--- config.mk ---
export PLATFORM = sky130hd
export DESIGN_NAME = eps_endpoint_status
export DESIGN_NICKNAME = d
export VERILOG_FILES = /design/src/design/eps_pkg.sv /design/src/design/eps_endpoint_status.sv
export SDC_FILE = /design/constraint.sdc
export NUM_CORES = 1
export LEC_CHECK = 0
export BUFFER_PORTS_ARGS = -buffer_cell sky130_fd_sc_hd__clkbuf_2
export CORE_ASPECT_RATIO = 0.75
export CORE_UTILIZATION = 40
export DETAILED_ROUTE_END_ITERATION = 8
export GPL_ROUTABILITY_DRIVEN = 0
export HOLD_SLACK_MARGIN = 0.12
export PLACE_DENSITY = 0.72
export SLEW_MARGIN = 20
export SYNTH_ARGS = -nofsm -noshare
export SYNTH_HDL_FRONTEND = slang
export SYNTH_SLANG_ARGS = --single-unit
--- constraint.sdc ---
create_clock -name MCLK_I -period 1.9 [get_ports MCLK_I]
set_input_delay 0.57 -clock MCLK_I [delete_from_list [all_inputs] [get_ports MCLK_I]]
set_output_delay 0.57 -clock MCLK_I [all_outputs]
set_load 0.01 [all_outputs]
--- src/design/eps_pkg.sv ---
// Constants, command codes and field layouts for the endpoint status block.
// Assumes one 25 MHz clock domain and byte-wide commands from the local controller.
//
// Contract
// - Image bit 7 shows endpoint halted
// - Bits 6/5 show second/first buffer full
// - Bit 3 set when unanswered setup replaced
// - Status read of endpoint 0 (code 50) clears bit 3 once storing finished
// - Bit 2 shows buffer holds setup packet
// - Bit 1 shows buffer under processor access
// - Setup arrival locks control buffer commands
// - Acknowledge unlocks addressed control endpoint commands
// - Acknowledge code F4, no data phase
// - Codes A0-AF return endpoint result byte
// - New transaction replaces stored result; toggle bit updated only when ok
// - Result: missed bit7, toggle bit6, ok bit0
// - Fault field bits 4..1 coded outcome
// - Codes D0-DF return image, clear nothing
package eps_pkg;
    localparam int EP_COUNT = 16;
    localparam int EP_IDX_W = 4;
    localparam int BYTE_W = 8;
    // Command codes and command groups (upper nibble selects group)
    localparam logic [7:0] CMD_ACK_SETUP = 8'hf4;
    localparam logic [3:0] CMD_GRP_RESULT = 4'ha;
    localparam logic [3:0] CMD_GRP_IMAGE = 4'hd;
    localparam logic [3:0] CMD_GRP_STATUS_RD = 4'h5;
    // Control endpoint indices
    localparam logic [3:0] EP_CTRL_OUT = 4'h0;
    localparam logic [3:0] EP_CTRL_IN = 4'h1;
    // Status image bit positions
    localparam int IMG_HALT_BIT = 7;
    localparam int IMG_FULL1_BIT = 6;
    localparam int IMG_FULL0_BIT = 5;
    localparam int IMG_CLOB_BIT = 3;
    localparam int IMG_SETUP_BIT = 2;
    localparam int IMG_CPU_SIDE_BUFFER_SEL_BIT = 1;
    // Result byte bit positions
    localparam int RES_MISSED_BIT = 7;
    localparam int RES_TOGGLE_BIT = 6;
    localparam int RES_FAULT_LSB = 1;
    localparam int RES_FAULT_W = 4;
    localparam int RES_OK_BIT = 0;
    // Fault codes
    localparam logic [3:0] FAULT_NONE = 4'h0;
    localparam logic [3:0] FAULT_PID_CHECK = 4'h1;
    localparam logic [3:0] FAULT_PID_UNKNOWN = 4'h2;
    localparam logic [3:0] FAULT_UNEXPECTED = 4'h3;
    localparam logic [3:0] FAULT_TOKEN_CRC = 4'h4;
    localparam logic [3:0] FAULT_DATA_CRC = 4'h5;
    localparam logic [3:0] FAULT_TIMEOUT = 4'h6;
    localparam logic [3:0] FAULT_BABBLE = 4'h7;
    localparam logic [3:0] FAULT_EARLY_EOP = 4'h8;
    localparam logic [3:0] FAULT_NAK = 4'h9;
    localparam logic [3:0] FAULT_HALT_SENT = 4'ha;
    localparam logic [3:0] FAULT_OVERFLOW = 4'hb;
    localparam logic [3:0] FAULT_EMPTY_ISO = 4'hc;
    localparam logic [3:0] FAULT_BIT_STUFF = 4'hd;
    localparam logic [3:0] FAULT_SYNC = 4'he;
    localparam logic [3:0] FAULT_WRONG_TOGGLE = 4'hf;
    // Reset values
    localparam logic [7:0] IMG_RESET = 8'h00;
    localparam logic [7:0] RES_RESET = 8'h00;
    // Command port states
    typedef enum logic [1:0] {
        EPS_ST_IDLE = 2'b01,
        EPS_ST_DATA = 2'b10
    } eps_cmd_state_e;
endpackage

--- src/design/eps_endpoint_status.sv ---
// Endpoint status image, setup handshake and per-endpoint transaction results.
// Assumes the serial engine delivers single-cycle event pulses synchronous to MCLK_I
// and the controller sends one command byte, then at most one data read strobe.
`timescale 1ns/10ps
`default_nettype none
module eps_endpoint_status (
    input wire logic MCLK_I,
    input wire logic RESETN_I,
    input wire logic CMD_WR_I,
    input wire logic [7:0] CMD_CODE_I,
    input wire logic DATA_RD_I,
    output logic [7:0] RD_DATA_O,
    output logic RD_VALID_O,
    input wire logic [15:0] EP_HALTED_I,
    input wire logic [15:0] EP_FULL1_I,
    input wire logic [15:0] EP_FULL0_I,
    input wire logic [15:0] EP_CPU_BUF_I,
    input wire logic SETUP_START_I,
    input wire logic SETUP_DONE_I,
    input wire logic SETUP_BUF_CLEAR_I,
    input wire logic TXN_DONE_I,
    input wire logic [3:0] TXN_EP_I,
    input wire logic [3:0] TXN_FAULT_I,
    input wire logic TXN_OK_I,
    input wire logic TXN_TOGGLE_I,
    output logic [1:0] BUF_CMD_LOCK_O,
    output logic SETUP_ACK_O
);

    // Command port state
    eps_pkg::eps_cmd_state_e state_r;
    eps_pkg::eps_cmd_state_e state_nxt;
    logic [3:0] sel_ep_r;
    logic [3:0] grp_r;
    logic [7:0] rd_data_r;
    logic rd_valid_r;
    logic ack_r;

    // Setup bookkeeping for the control endpoints
    logic [1:0] lock_r;
    logic setup_pending_r;
    logic storing_r;
    logic holds_setup_r;
    logic clobbered_r;

    // Per-endpoint results and missed_result flags
    logic [7:0] result_r [eps_pkg::EP_COUNT];
    logic [15:0] missed_result_r;

    // Decoded command and read events
    logic cmd_ack;
    logic cmd_sel;
    logic read_go;
    logic read_result;
    logic read_status;
    logic ctrl_halted;
    logic [7:0] image_sel;

    // Command byte decode
    assign cmd_ack = CMD_WR_I && (CMD_CODE_I == eps_pkg::CMD_ACK_SETUP);
    assign cmd_sel = CMD_WR_I && ((CMD_CODE_I[7:4] == eps_pkg::CMD_GRP_RESULT)
        || (CMD_CODE_I[7:4] == eps_pkg::CMD_GRP_IMAGE)
        || (CMD_CODE_I[7:4] == eps_pkg::CMD_GRP_STATUS_RD));

    // Data read taken only after a selecting command
    assign read_go = (state_r == eps_pkg::EPS_ST_DATA) && DATA_RD_I && !CMD_WR_I;
    assign read_result = read_go && (grp_r == eps_pkg::CMD_GRP_RESULT);
    assign read_status = read_go && (grp_r == eps_pkg::CMD_GRP_STATUS_RD);

    // Halting a control endpoint answers the pending setup
    assign ctrl_halted = EP_HALTED_I[eps_pkg::EP_CTRL_OUT] || EP_HALTED_I[eps_pkg::EP_CTRL_IN];

    // Live status image of the selected endpoint
    always_comb begin
        image_sel = eps_pkg::IMG_RESET;
        image_sel[eps_pkg::IMG_HALT_BIT] = EP_HALTED_I[sel_ep_r];
        image_sel[eps_pkg::IMG_FULL1_BIT] = EP_FULL1_I[sel_ep_r];
        image_sel[eps_pkg::IMG_FULL0_BIT] = EP_FULL0_I[sel_ep_r];
        image_sel[eps_pkg::IMG_CPU_SIDE_BUFFER_SEL_BIT] = EP_CPU_BUF_I[sel_ep_r];
        if (sel_ep_r == eps_pkg::EP_CTRL_OUT) begin
            image_sel[eps_pkg::IMG_CLOB_BIT] = clobbered_r;
            image_sel[eps_pkg::IMG_SETUP_BIT] = holds_setup_r;
        end
    end

    // Next command state
    always_comb begin
        state_nxt = state_r;
        unique case (state_r)
            eps_pkg::EPS_ST_IDLE: begin
                if (cmd_sel) begin
                    state_nxt = eps_pkg::EPS_ST_DATA;
                end
            end
            eps_pkg::EPS_ST_DATA: begin
                if (CMD_WR_I) begin
                    state_nxt = cmd_sel ? eps_pkg::EPS_ST_DATA : eps_pkg::EPS_ST_IDLE;
                end else if (DATA_RD_I) begin
                    state_nxt = eps_pkg::EPS_ST_IDLE;
                end
            end
        endcase
    end

    // Command state register
    always_ff @(posedge MCLK_I) begin
        if (!RESETN_I) begin
            state_r <= eps_pkg::EPS_ST_IDLE;
        end else begin
            state_r <= state_nxt;
        end
    end

    // Endpoint selection from the low nibble of selecting commands
    always_ff @(posedge MCLK_I) begin
        if (!RESETN_I) begin
            sel_ep_r <= eps_pkg::EP_CTRL_OUT;
            grp_r <= 4'h0;
        end else if (cmd_sel) begin
            sel_ep_r <= CMD_CODE_I[3:0];
            grp_r <= CMD_CODE_I[7:4];
        end
    end

    // Read data return, one cycle after the read strobe
    always_ff @(posedge MCLK_I) begin
        if (!RESETN_I) begin
            rd_data_r <= 8'h00;
            rd_valid_r <= 1'b0;
        end else begin
            rd_valid_r <= read_go;
            if (read_result) begin
                rd_data_r <= result_r[sel_ep_r];
            end else if (read_go) begin
                rd_data_r <= image_sel;
            end
        end
    end

    // Setup acknowledge pulse, no data phase follows
    always_ff @(posedge MCLK_I) begin
        if (!RESETN_I) begin
            ack_r <= 1'b0;
        end else begin
            ack_r <= cmd_ack;
        end
    end

    // Buffer command locks; setup arrival wins over acknowledge
    always_ff @(posedge MCLK_I) begin
        if (!RESETN_I) begin
            lock_r <= 2'b00;
        end else if (SETUP_START_I) begin
            lock_r <= 2'b11;
        end else if (cmd_ack && (sel_ep_r == eps_pkg::EP_CTRL_OUT)) begin
            lock_r[0] <= 1'b0;
        end else if (cmd_ack && (sel_ep_r == eps_pkg::EP_CTRL_IN)) begin
            lock_r[1] <= 1'b0;
        end
    end

    // Setup awaiting acknowledge or halt
    always_ff @(posedge MCLK_I) begin
        if (!RESETN_I) begin
            setup_pending_r <= 1'b0;
        end else if (SETUP_START_I) begin
            setup_pending_r <= 1'b1;
        end else if (cmd_ack || ctrl_halted) begin
            setup_pending_r <= 1'b0;
        end
    end

    // Setup data still being written into the buffer
    always_ff @(posedge MCLK_I) begin
        if (!RESETN_I) begin
            storing_r <= 1'b0;
        end else if (SETUP_START_I) begin
            storing_r <= 1'b1;
        end else if (SETUP_DONE_I) begin
            storing_r <= 1'b0;
        end
    end

    // Buffer holds a setup packet
    always_ff @(posedge MCLK_I) begin
        if (!RESETN_I) begin
            holds_setup_r <= 1'b0;
        end else if (SETUP_DONE_I) begin
            holds_setup_r <= 1'b1;
        end else if (SETUP_BUF_CLEAR_I) begin
            holds_setup_r <= 1'b0;
        end
    end

    // Replaced-setup flag; new setup_clobbered wins over read clear
    always_ff @(posedge MCLK_I) begin
        if (!RESETN_I) begin
            clobbered_r <= 1'b0;
        end else if (SETUP_START_I && setup_pending_r) begin
            clobbered_r <= 1'b1;
        end else if (read_status && (sel_ep_r == eps_pkg::EP_CTRL_OUT) && !storing_r) begin
            clobbered_r <= 1'b0;
        end
    end

    // Per-endpoint result bytes and missed_result flags
    genvar ep;
    generate
        for (ep = 0; ep < eps_pkg::EP_COUNT; ep++) begin : g_ep
            logic hit_txn;
            logic hit_read;
            assign hit_txn = TXN_DONE_I && (TXN_EP_I == 4'(ep));
            assign hit_read = read_result && (sel_ep_r == 4'(ep));

            // Result byte replaced by each transaction, except the toggle bit, which only an ok transaction updates
            always_ff @(posedge MCLK_I) begin
                if (!RESETN_I) begin
                    result_r[ep] <= eps_pkg::RES_RESET;
                end else if (hit_txn) begin
                    result_r[ep][eps_pkg::RES_MISSED_BIT] <= missed_result_r[ep] && !hit_read;
                    if (TXN_OK_I) begin
                        result_r[ep][eps_pkg::RES_TOGGLE_BIT] <= TXN_TOGGLE_I;
                    end
                    result_r[ep][eps_pkg::RES_FAULT_LSB +: eps_pkg::RES_FAULT_W] <= TXN_FAULT_I;
                    result_r[ep][eps_pkg::RES_OK_BIT] <= TXN_OK_I;
                    result_r[ep][5] <= 1'b0;
                end else if (hit_read) begin
                    result_r[ep][eps_pkg::RES_MISSED_BIT] <= 1'b0;
                end
            end

            // Missed_result flag; a new event wins over the read clear
            always_ff @(posedge MCLK_I) begin
                if (!RESETN_I) begin
                    missed_result_r[ep] <= 1'b0;
                end else if (hit_txn) begin
                    missed_result_r[ep] <= 1'b1;
                end else if (hit_read) begin
                    missed_result_r[ep] <= 1'b0;
                end
            end
        end
    endgenerate

    // Outputs straight from flip-flops
    assign RD_DATA_O = rd_data_r;
    assign RD_VALID_O = rd_valid_r;
    assign BUF_CMD_LOCK_O = lock_r;
    assign SETUP_ACK_O = ack_r;

endmodule
`default_nettype wire

After elaboration in Yosys (flattened, before gate mapping) --
Memories as Yosys holds them, arrays and structs flattened. A register that Yosys moved wholly into a read port is not among the register bits. Cells that the tools add are included.
Storage, ports and cells: input bits 90, register bits after elaboration 42, logic and storage cells 563, memories 1, output and inout port bits 12, RAM bits 112
Memory list:
- result_r | words 16, bits a word 7, rd ports 1, clocked after memory_dff 1, write ports 16, line eps_endpoint_status.sv:47 | logic [7:0] result_r [eps_pkg::EP_COUNT];
Cells by class: reduce and logical (&&, ||, !) cells 108, multiplexer cells 304, equality and inequality tests 41, magnitude comparators 1, bitwise logic cells 80
Operators by type and width (count):
- $mux 1 | 273
- $or 1x1->1 | 80
- $eq 4x4->1 const B | 19
- $mux 4 | 18
- $logic_and 1x1->1 | 59
- $reduce_bool 2->1 | 23
- $eq 4x3->1 const B | 10
- $logic_not 1->1 | 18
- $bmux 1 s4 | 4
- $eq 4x2->1 const B | 4
- $mux 8 | 2
- $mux 2 | 6
- $eq 4x1->1 const B | 2
- $eq 8x8->1 const B | 1
- $logic_not 4->1 | 2
- $lt 4x5->1 const B | 1
- $logic_or 1x1->1 | 4
- $ne 2x2->1 const B | 2
- $pmux 2 s2 | 1
- $reduce_and 2->1 | 2
- $ne 3x3->1 const B | 1
- $eq 2x1->1 const B | 1
- $eq 2x2->1 const B | 1

Longest topological paths before layout --
Gate-level depths: netlist of the first run.
depth after elaboration 10, depth in mapped cells 7, mapped depth without buffers 4

Least setup slack after synthesis of the first run --
OpenSTA, ideal clock, no wires.
path kind in2reg, from input DATA_RD_I, to memory result_r[4][6] (netlist bit) (data pin), path buffers 1, stages on the path 5, required time 1.640 ns, data arrival time 1.580 ns, library setup time 0.260 ns, path slack 0.061 ns, cell sequence nor4bb_1 -> clkbuf_1 -> nand4b_1 -> o21ai_0 -> nor2_1
RTL lines:
- start, declared | line eps_endpoint_status.sv:11 | input wire logic DATA_RD_I,
- end, declared | line eps_endpoint_status.sv:47

==> results of run 1 <==
-- worst register-to-register path, stage by stage, from the launching register on --
cell	delay, ns
dfxtp_1	0.36
buf_12	0.14
mux4_2	0.52
mux4_2	0.52
nor2_1	0.13
nor3_1	0.06
-- area by class of cell --
| class | count | area share |
|---|---|---|
| clock inverters | 10 | 0.00786 |
| clock buffers | 22 | 0.0550 |
| repair buffers | 158 | 0.112 |
| well taps | 247 | 0.0329 |
| flip-flops and latches | 158 | 0.456 |
| inverters | 6 | 0.00240 |
| multi-input cells | 419 | 0.333 |
-- worst max path at each step --
stage / startpoint / endpoint / slack [ns] / depth (start not counted)
2_1_floorplan: DATA_RD_I / result_r[4][6] / 0.06 / 5
3_3_place_gp: CMD_WR_I / result_r[9][6] / -0.04 / 7
3_5_place_dp: DATA_RD_I / result_r[13][6] / -0.11 / 7
4_1_cts: register / RD_DATA_O[2] / 0.02 / 5
5_1_grt: register / RD_DATA_O[2] / 0.03 / 5
6_report: register / RD_DATA_O[2] / 0.06 / 5
-- repair_timing --
action                     CTS  global route
cloned                       0             1
gates resized for setup      1             3
setup endpoints to repair    1             8
buffers inserted             0             2
hold buffers                 0             0
-- cell usage in the layout, fill, tap and decap left out, drive strengths merged --
cell type	instances
clkbuf	123
edfxtp	112
and2	63
nor2	60
buf	57
nand2	47
dfxtp	46
mux4	45
a21oi	38
and3	27
o21ai	23
nand3	22
o211ai	16
mux2i	12
nor2b	8
a22oi	8
inv	8
clkinv	8
a211oi	6
nand4	5
o22ai	5
nand3b	4
nand2b	4
o21a	4
nor4	4
nor3b	3
nor3	2
nor4b	2
nor4bb	2
and4bb	1
or2	1
nand4b	1
and3b	1
a21boi	1
a31oi	1
o211a	1
o32ai	1
and4	1
-- metal layers --
layer  vias up  part of all wire  GRT usage
met2       259              0.45      0.298
li1       2626                 -          -
met1      2779              0.44      0.306
met5         -                 0          0
met4         0            0.0093     0.0501
met3        17              0.10     0.0619
-- synth_stat cells (all sizes together) --
| library cell | n |
|---|---|
| o22ai | 5 |
| nor3b | 3 |
| mux4 | 45 |
| o21ai | 23 |
| dfxtp | 46 |
| o32ai | 1 |
| nor2b | 8 |
| nor3 | 2 |
| a211oi | 6 |
| nand4b | 1 |
| inv | 5 |
| nor4bb | 2 |
| nand3 | 22 |
| buf | 12 |
| o21a | 4 |
| and2 | 63 |
| nand4 | 5 |
| nand2b | 4 |
| nand2 | 47 |
| edfxtp | 112 |
| nor2 | 60 |
| and4 | 1 |
| a21boi | 1 |
| nand3b | 4 |
| or2 | 1 |
| and3b | 1 |
| a31oi | 1 |
| nor4b | 2 |
| o211ai | 16 |
| and4bb | 1 |
| a22oi | 8 |
| a21oi | 38 |
| nor4 | 4 |
| o211a | 1 |
| clkbuf | 32 |
| mux2i | 12 |
| clkinv | 1 |
| and3 | 27 |
-- power groups by stage --
stage	combinational [mW]	clock, mW	sequential, mW
floorplan	0.395	0	3.96
global placement	0.679	0	3.99
detailed placement	0.691	0	4.00
CTS	0.696	3.36	3.93
global route	0.765	3.51	3.94
finish	0.709	3.36	3.93
-- flip-flops by register name, indices dropped and copies added, names as in the netlist, 2 cells and up, named ones only --
| register | count |
|---|---|
| RD_DATA_O | 8 |
| result_r | 112 |
| BUF_CMD_LOCK_O | 2 |
| missed_result_r | 16 |
| sel_ep_r | 4 |
| grp_r | 4 |
| state_r | 2 |
-- logic make-up after synthesis --
| family | share of synthesized area |
|---|---|
| muxes | 0.149 |
| AOI/OAI and AO/OA | 0.0821 |
| DFF | 0.563 |
| and+or+nand+nor | 0.178 |
| buffers and inverters | 0.0275 |
-- metrics by stage --
stage          TNS (ns)   util  hold WS, ns  cell area [um2]  power [mW]
2_1_floorplan         0      -        0.440             7610        4.36
3_5_place_dp      -1.02  0.471        0.462             8730        4.69
6_report              0  0.506        0.375             9390        8.00
4_1_cts               0  0.502        0.381             9330        7.98
3_3_place_gp     -0.276  0.471        0.458             8730        4.67
5_1_grt               0  0.506        0.390             9390        8.22
==> impl_metrics.py, run 1 <==
metrics = {
    "die": {
        "fp-row-count": 43,
        "die-area_um2": 19600,
        "dieWidth_um": 161,
        "design.core.area_um2": 18600,
        "start_util": 0.410,
        "ioPinCount": 102,
        "die_y_um": 121,
    },
    "finish": {
        "regArea_um2": 4290,
        "drive_gt1_frac": 0.312,
        "multi_input_area_um2": 3130,
        "layout.nets": 850,
        "n_fill_cell": 1587,
        "antennaDiodeCount": 0,
        "syn2layout_area_growth_pct": 23.4,
        "fin_cells": 1020,
    },
    "sta": {
        "period_share": 0.969,
        "fin_crit_ns": 1.84,
        "fin_ws_ns": 0.0587,
        "maxSlewHeadroom": 0.688,
        "maxSlewViolCount": 0,
        "rsz0062_at_grt": "no",
        "worst_slew_pin_slew_ns": 0.455,
        "skew_ns": 0.00587,
        "finalSetupViolCount": 0,
        "hold_violations": 0,
        "fmax_mhz": 543,
    },
    "synth": {
        "synth_nets": 717,
        "syn_inst": 627,
        "yosys.cell_types.count": 43,
        "yosysTopAreaCellShare": 0.442,
        "yosysTopAreaCell": "edfxtp_1",
        "ys_ff_latch": 158,
        "syn_area_um2": 7610,
        "seq_area_frac_synth": 0.563,
        "postSynthAreaPerCell_um2": 12.1,
        "netlist_top_cells_area": "edfxtp_1 (44%), mux4_2 (13%), dfxtp_1 (12%)",
        "yosysWarnings": 0,
    },
    "placement": {
        "placedCellCount": 985,
        "dp_hpwl_mm": 14.2,
        "io_buffers": 101,
        "place_ws_ns": -0.111,
    },
    "min_path": {
        "min_from": "SETUP_DONE_I",
        "hold_end": "holds_setup_r",
        "hold_class": "in -> reg",
        "hold_depth": 3,
    },
    "clock_tree": {
        "htreeDepth": 4,
        "cts_root_buffer": "clkbuf_16",
        "clock_latency_ns": 0.43,
        "clock_sinks": 158,
        "cts.clk_slew.worst_paths_ns": 0.07,
        "cts_tree": "done",
        "cts_buffer_depth": 2,
        "cts_made_buffers": 17,
    },
    "worst_setup_path": {
        "rrSetupSlack_ns": 0.06,
        "cp_data_arrival_time_ns": 2.16,
        "worstPathMaxFanout": 6,
        "worst_path_most_repeated_cell": "mux4_2",
        "worstSetupPathType": "reg -> reg",
        "cpMaxStageDelayCell": "mux4_2",
        "critical_path_buf_inv_count": 1,
        "worstPathRequired_ns": 2.22,
        "reg2reg_depth": 5,
        "critPathTopFamily": "multiplexers",
        "worstPathCellList": "buf_12 > mux4_2 > mux4_2 > nor2_1 > nor3_1",
        "reg2reg_to": "RD_DATA_O[2]",
        "critPathMaxStageDelay_ns": 0.52,
        "endpoint_kind": "register",
        "start_kind": "register",
    },
    "global_routing": {
        "grt_pass1_wl_mm": 29.9,
        "grt_max_degree": 105,
        "antenna_found_initial": 0,
        "overflow": 0,
        "track_usage": 0.208,
        "grt_pass1_vias": 5239,
    },
    "power": {
        "seq_power_share": 0.491,
        "comb_power_share": 0.089,
        "power_density_nw_per_um2": 852,
        "intPower_mw": 6.13,
        "power.share.clock": 0.420,
        "switching_share": 0.234,
        "ir_drop_v": 0.000708,
        "switching_power_mw": 1.87,
        "p_leak_nw": 3.55,
    },
    "drt": {
        "viasPerCell": 5.57,
        "first_iter_violations": 690,
        "firstDrtPassIters": 5,
        "wire_per_inst_um": 19.4,
        "vias": 5681,
        "ant_nets": 0,
        "drcViolationCount": 0,
        "drt-total-wl_mm": 19.8,
    },
    "run_status": {
        "status": "completed",
    },
    "flow_run": {
        "max-cap-violations": 0,
    },
}
Note: power is estimated with default switching activity, not from simulation.
==> run 2: changes to the inputs <==
--- a/config.mk
+++ b/config.mk
@@ -11,7 +11,7 @@
 export DETAILED_ROUTE_END_ITERATION = 8
 export GPL_ROUTABILITY_DRIVEN = 0
 export HOLD_SLACK_MARGIN = 0.12
-export PLACE_DENSITY = 0.72
+export PLACE_DENSITY = 0.61
 export SLEW_MARGIN = 20
 export SYNTH_ARGS = -nofsm -noshare
 export SYNTH_HDL_FRONTEND = slang
==> impl_metrics.py, run 2 (synthesized netlist as in run 1, its figures left out) <==
metrics = {
    "drt": {
        "wire_per_inst_um": 20.7,
        "viasPerCell": 5.65,
        "firstDrtPassIters": 4,
        "drt-total-wl_mm": 21.2,
        "vias": 5779,
        "first_iter_violations": 546,
        "drcViolationCount": 0,
        "ant_nets": 0,
    },
    "power": {
        "p_leak_nw": 3.56,
        "comb_power_share": 0.091,
        "intPower_mw": 6.14,
        "ir_drop_v": 0.000510,
        "switching_share": 0.229,
        "power_density_nw_per_um2": 849,
        "power.share.clock": 0.415,
        "switching_power_mw": 1.83,
        "seq_power_share": 0.494,
    },
    "finish": {
        "antennaDiodeCount": 0,
        "final_cell_mix": "edfxtp_1 (112), clkbuf_2 (102), and2_1 (63)",
        "n_fill_cell": 1595,
        "largest_reg_flops": 112,
        "mostFrequentLayoutCell": "edfxtp_1",
        "syn2layout_area_growth_pct": 23.3,
        "top_register": "result_r",
        "drive_gt1_frac": 0.314,
        "layout.nets": 853,
        "fin_util": 0.505,
    },
    "sta": {
        "finalSetupViolCount": 0,
        "maxSlewHeadroom": 0.603,
        "fin_setup_tns_ns": 0,
        "period_share": 0.962,
        "skew_ns": 0.00540,
        "hold_violations": 0,
        "fin_ws_ns": 0.0718,
        "fmax_mhz": 547,
        "rsz0062_at_grt": "no",
        "maxSlewViolCount": 0,
        "fin_crit_ns": 1.83,
        "worst_slew_pin_slew_ns": 0.587,
    },
    "worst_setup_path": {
        "cp_data_arrival_time_ns": 2.15,
        "endpoint_kind": "register",
        "worstSetupPathType": "reg -> reg",
        "worstPathMaxFanout": 8,
        "start_kind": "register",
        "rrSetupSlack_ns": 0.07,
        "reg2reg_depth": 5,
        "worstPathRequired_ns": 2.22,
    },
    "clock_tree": {
        "cts_tree": "done",
        "cts_root_buffer": "clkbuf_16",
        "holdBufCountCts": 0,
        "htreeDepth": 4,
        "clock_sinks": 158,
        "clock_latency_ns": 0.42,
        "cts.clk_slew.worst_paths_ns": 0.06,
        "cts_made_buffers": 17,
        "cts_buffer_depth": 2,
    },
    "die": {
        "fp-row-count": 43,
        "design.core.area_um2": 18600,
        "dieWidth_um": 161,
        "ioPinCount": 102,
        "start_util": 0.410,
        "die-area_um2": 19600,
        "die_y_um": 121,
    },
    "placement": {
        "dp_hpwl_mm": 15.8,
        "place_ws_ns": -0.133,
        "io_buffers": 101,
    },
    "min_path": {
        "hold_depth": 3,
        "hold_class": "in -> reg",
    },
    "global_routing": {
        "grt_max_degree": 88,
        "antenna_found_initial": 0,
        "grt_pass1_wl_mm": 32.0,
        "overflow": 0,
        "grt_pass1_vias": 5668,
        "track_usage": 0.223,
    },
    "run_status": {
        "status": "completed",
    },
    "flow_run": {
        "max-cap-violations": 0,
    },
}
run 2: cell count changes in the layout (fill, tap and decap cells not counted), sizes merged:
| cell | before | now |
|---|---|---|
| buf | 57 | 61 |
| clkbuf | 123 | 124 |
| clkinv | 8 | 6 |
run 2: routing by layer:
layer | global-route usage | wire length, um | vias to the layer above
met2 | 0.325 | 9530 | 201
met5 | 0 | 0 | -
met1 | 0.325 | 9740 | 2933
met3 | 0.0653 | 1800 | 13
li1 | - | - | 2632
met4 | 0.0507 | 159 | 0
run 2: what timing repair did:
item / in CTS / in global routing
buffers inserted: 1 / 0
resized for setup: 1 / 4
pin swaps: 0 / 1
endpoints found under the setup margin: 5 / 6
run 2: worst max-delay path: stages (launching register included):
cell and delay (ns):
dfxtp_2 0.34, buf_12 0.14, mux4_2 0.55, mux4_2 0.52, nor2_2 0.11, nor3_1 0.05
run 2: final timing paths:
kind,to,from
worst max-delay path,RD_DATA_O[2],register
worst min-delay path,holds_setup_r,SETUP_DONE_I
worst max register to register,RD_DATA_O[2],register
worst min register to register,RD_DATA_O[0],RD_DATA_O[0]
run 2: area by class of cell:
class	instances	area [um2]	share of cell area
clock buffer	24	528	0.0563
clock inverter	8	47.5	0.00507
inverter	6	22.5	0.00240
multi-input combinational	419	3130	0.334
sequential	158	4290	0.457
tap	247	309	0.0329
timing repair buffer	161	1060	0.113
run 2: power by group through the flow:
stage | Sequential, mW | Combinational (mW) | Clock [mW]
after floorplan | 3.96 | 0.395 | 0
after global placement | 4.00 | 0.697 | 0
after detailed placement | 4.00 | 0.716 | 0
after CTS | 3.93 | 0.720 | 3.33
after global routing | 3.95 | 0.777 | 3.47
final | 3.93 | 0.729 | 3.31
run 2: per-stage QoR:
step	cells	power [mW]	instance area (um2)	hold slack, ns
3_3_place_gp	990	4.69	8780	0.456
4_1_cts	1023	7.98	9370	0.397
5_1_grt	1023	8.20	9380	0.406
6_report	1023	7.97	9380	0.412
2_1_floorplan	627	4.36	7610	0.440
3_5_place_dp	990	4.72	8780	0.467
==> run 3: changes to the inputs <==
--- a/config.mk
+++ b/config.mk
@@ -10,6 +10,7 @@
 export CORE_UTILIZATION = 40
 export DETAILED_ROUTE_END_ITERATION = 8
 export GPL_ROUTABILITY_DRIVEN = 0
+export GPL_TIMING_DRIVEN = 0
 export HOLD_SLACK_MARGIN = 0.12
 export PLACE_DENSITY = 0.61
 export SLEW_MARGIN = 20
==> impl_metrics.py, run 3 (synthesized netlist as in run 1, its figures left out) <==
metrics = {
    "run_status": {
        "status": "completed",
    },
    "worst_setup_path": {
        "worstPathRequired_ns": 2.21,
        "rrSetupSlack_ns": 0.01,
        "worstPathMaxFanout": 5,
        "endpoint_kind": "register",
        "start_kind": "register",
        "cp_data_arrival_time_ns": 2.20,
        "worstSetupPathType": "reg -> reg",
    },
    "power": {
        "p_leak_nw": 3.41,
        "power_density_nw_per_um2": 890,
        "power.share.clock": 0.436,
        "ir_drop_v": 0.000476,
        "intPower_mw": 6.26,
        "finalPower_mw": 8.24,
        "comb_power_share": 0.088,
        "switching_power_mw": 1.98,
        "seq_power_share": 0.476,
        "switching_share": 0.241,
    },
    "flow_run": {
        "max-cap-violations": 0,
    },
    "drt": {
        "first_iter_violations": 613,
        "ant_nets": 0,
        "vias": 5902,
        "wire_per_inst_um": 21.7,
        "drt-total-wl_mm": 22.0,
        "firstDrtPassIters": 5,
        "viasPerCell": 5.81,
        "drcViolationCount": 0,
    },
    "clock_tree": {
        "cts.clk_slew.worst_paths_ns": 0.07,
        "clock_latency_ns": 0.42,
        "cts_root_buffer": "clkbuf_16",
        "holdBufCountCts": 0,
        "cts_made_buffers": 17,
        "cts_tree": "done",
        "htreeDepth": 4,
        "clock_sinks": 158,
        "cts_buffer_depth": 2,
    },
    "die": {
        "die_y_um": 121,
        "design.core.area_um2": 18600,
        "fp-row-count": 43,
        "die-area_um2": 19600,
        "ioPinCount": 102,
        "dieWidth_um": 161,
        "start_util": 0.410,
    },
    "finish": {
        "n_fill_cell": 1639,
        "antennaDiodeCount": 0,
        "mostFrequentLayoutCell": "clkbuf_2",
        "regArea_um2": 4290,
        "fin_cells": 1015,
        "drive_gt1_frac": 0.297,
        "fin_util": 0.499,
        "largest_reg_flops": 112,
        "multi_input_area_um2": 3190,
        "layout.nets": 845,
        "final_cell_mix": "clkbuf_2 (114), edfxtp_1 (112), and2_1 (63)",
        "top_register": "result_r",
        "syn2layout_area_growth_pct": 21.7,
    },
    "placement": {
        "placedCellCount": 975,
        "io_buffers": 101,
        "dp_hpwl_mm": 16.5,
    },
    "sta": {
        "maxSlewHeadroom": 0.355,
        "period_share": 0.994,
        "holdWs_ns": 0.392,
        "hold_violations": 0,
        "finalSetupViolCount": 0,
        "skew_ns": 0.0107,
        "fin_crit_ns": 1.89,
        "maxSlewViolCount": 0,
        "fmax_mhz": 530,
        "rsz0062_at_grt": "yes",
        "worst_slew_pin_slew_ns": 0.959,
    },
    "global_routing": {
        "antenna_found_initial": 0,
        "overflow": 0,
        "grt_pass1_vias": 5596,
        "grt_max_degree": 17,
        "grt_pass1_wl_mm": 33.4,
        "track_usage": 0.232,
    },
    "min_path": {
        "hold_class": "in -> reg",
    },
}
run 3: cell types whose count changed in the layout (fill, tap and decap cells not counted), sizes merged:
cell      delta
bufbuf       +1
inv          +2
clkinv       -5
bufinv       +3
clkbuf      +29
buf         -44
clkinvlp     +6
run 3: area by class of cell:
type / count / share of cell area
sequential: 158 / 0.463
timing repair buffer: 109 / 0.0642
clock buffer: 18 / 0.0463
tap: 247 / 0.0334
buffer: 44 / 0.0259
inverter: 6 / 0.00243
multi-input combinational: 419 / 0.345
clock inverter: 14 / 0.0196
run 3: critical path: stages (launching register included):
cell	delay, ns
dfxtp_4	0.39
buf_12	0.13
mux4_2	0.52
mux4_2	0.55
nor2_2	0.13
nor3_2	0.06
run 3: power groups by stage:
| stage | sequential (mW) | clock [mW] | combinational, mW |
|---|---|---|---|
| after floorplan | 3.96 | 0 | 0.395 |
| after global placement | 3.99 | 0 | 0.656 |
| after detailed placement | 4.00 | 0 | 0.675 |
| after CTS | 3.92 | 3.61 | 0.701 |
| after global routing | 3.94 | 3.75 | 0.775 |
| final | 3.92 | 3.60 | 0.723 |
run 3: routing by layer:
metal / up-vias / track usage / part of all wire
met1: 2952 / 0.355 / 0.45
met2: 300 / 0.324 / 0.43
met4: 2 / 0.0525 / 0.012
met5: - / 0.0321 / 0.0035
li1: 2615 / - / -
met3: 33 / 0.0571 / 0.11
run 3: timing repair:
item / in CTS / in global routing
cloned: 1 / 0
setup endpoints to repair: 101 / 68
setup buffers: 4 / 3
resized for setup: 31 / 21
pin swaps: 4 / 2
run 3: stage by stage:
stage	setup TNS, ns	cell area, um2	setup WS, ns
floorplan	0	7610	0.0606
global placement	-74.16	8420	-0.481
detailed placement	-85.89	8420	-0.520
CTS	-0.00759	9200	-0.00759
global route	-0.0310	9260	-0.0273
finish	0	9260	0.0123
run 3: final timing paths:
check / startpoint / end / cells past startpoint
worst max-delay path: register / RD_DATA_O[2] / 5
worst min-delay path: SETUP_DONE_I / holds_setup_r / 3
worst max register to register: register / RD_DATA_O[2] / 5
worst min register to register: RD_DATA_O[0] / RD_DATA_O[0] / 2
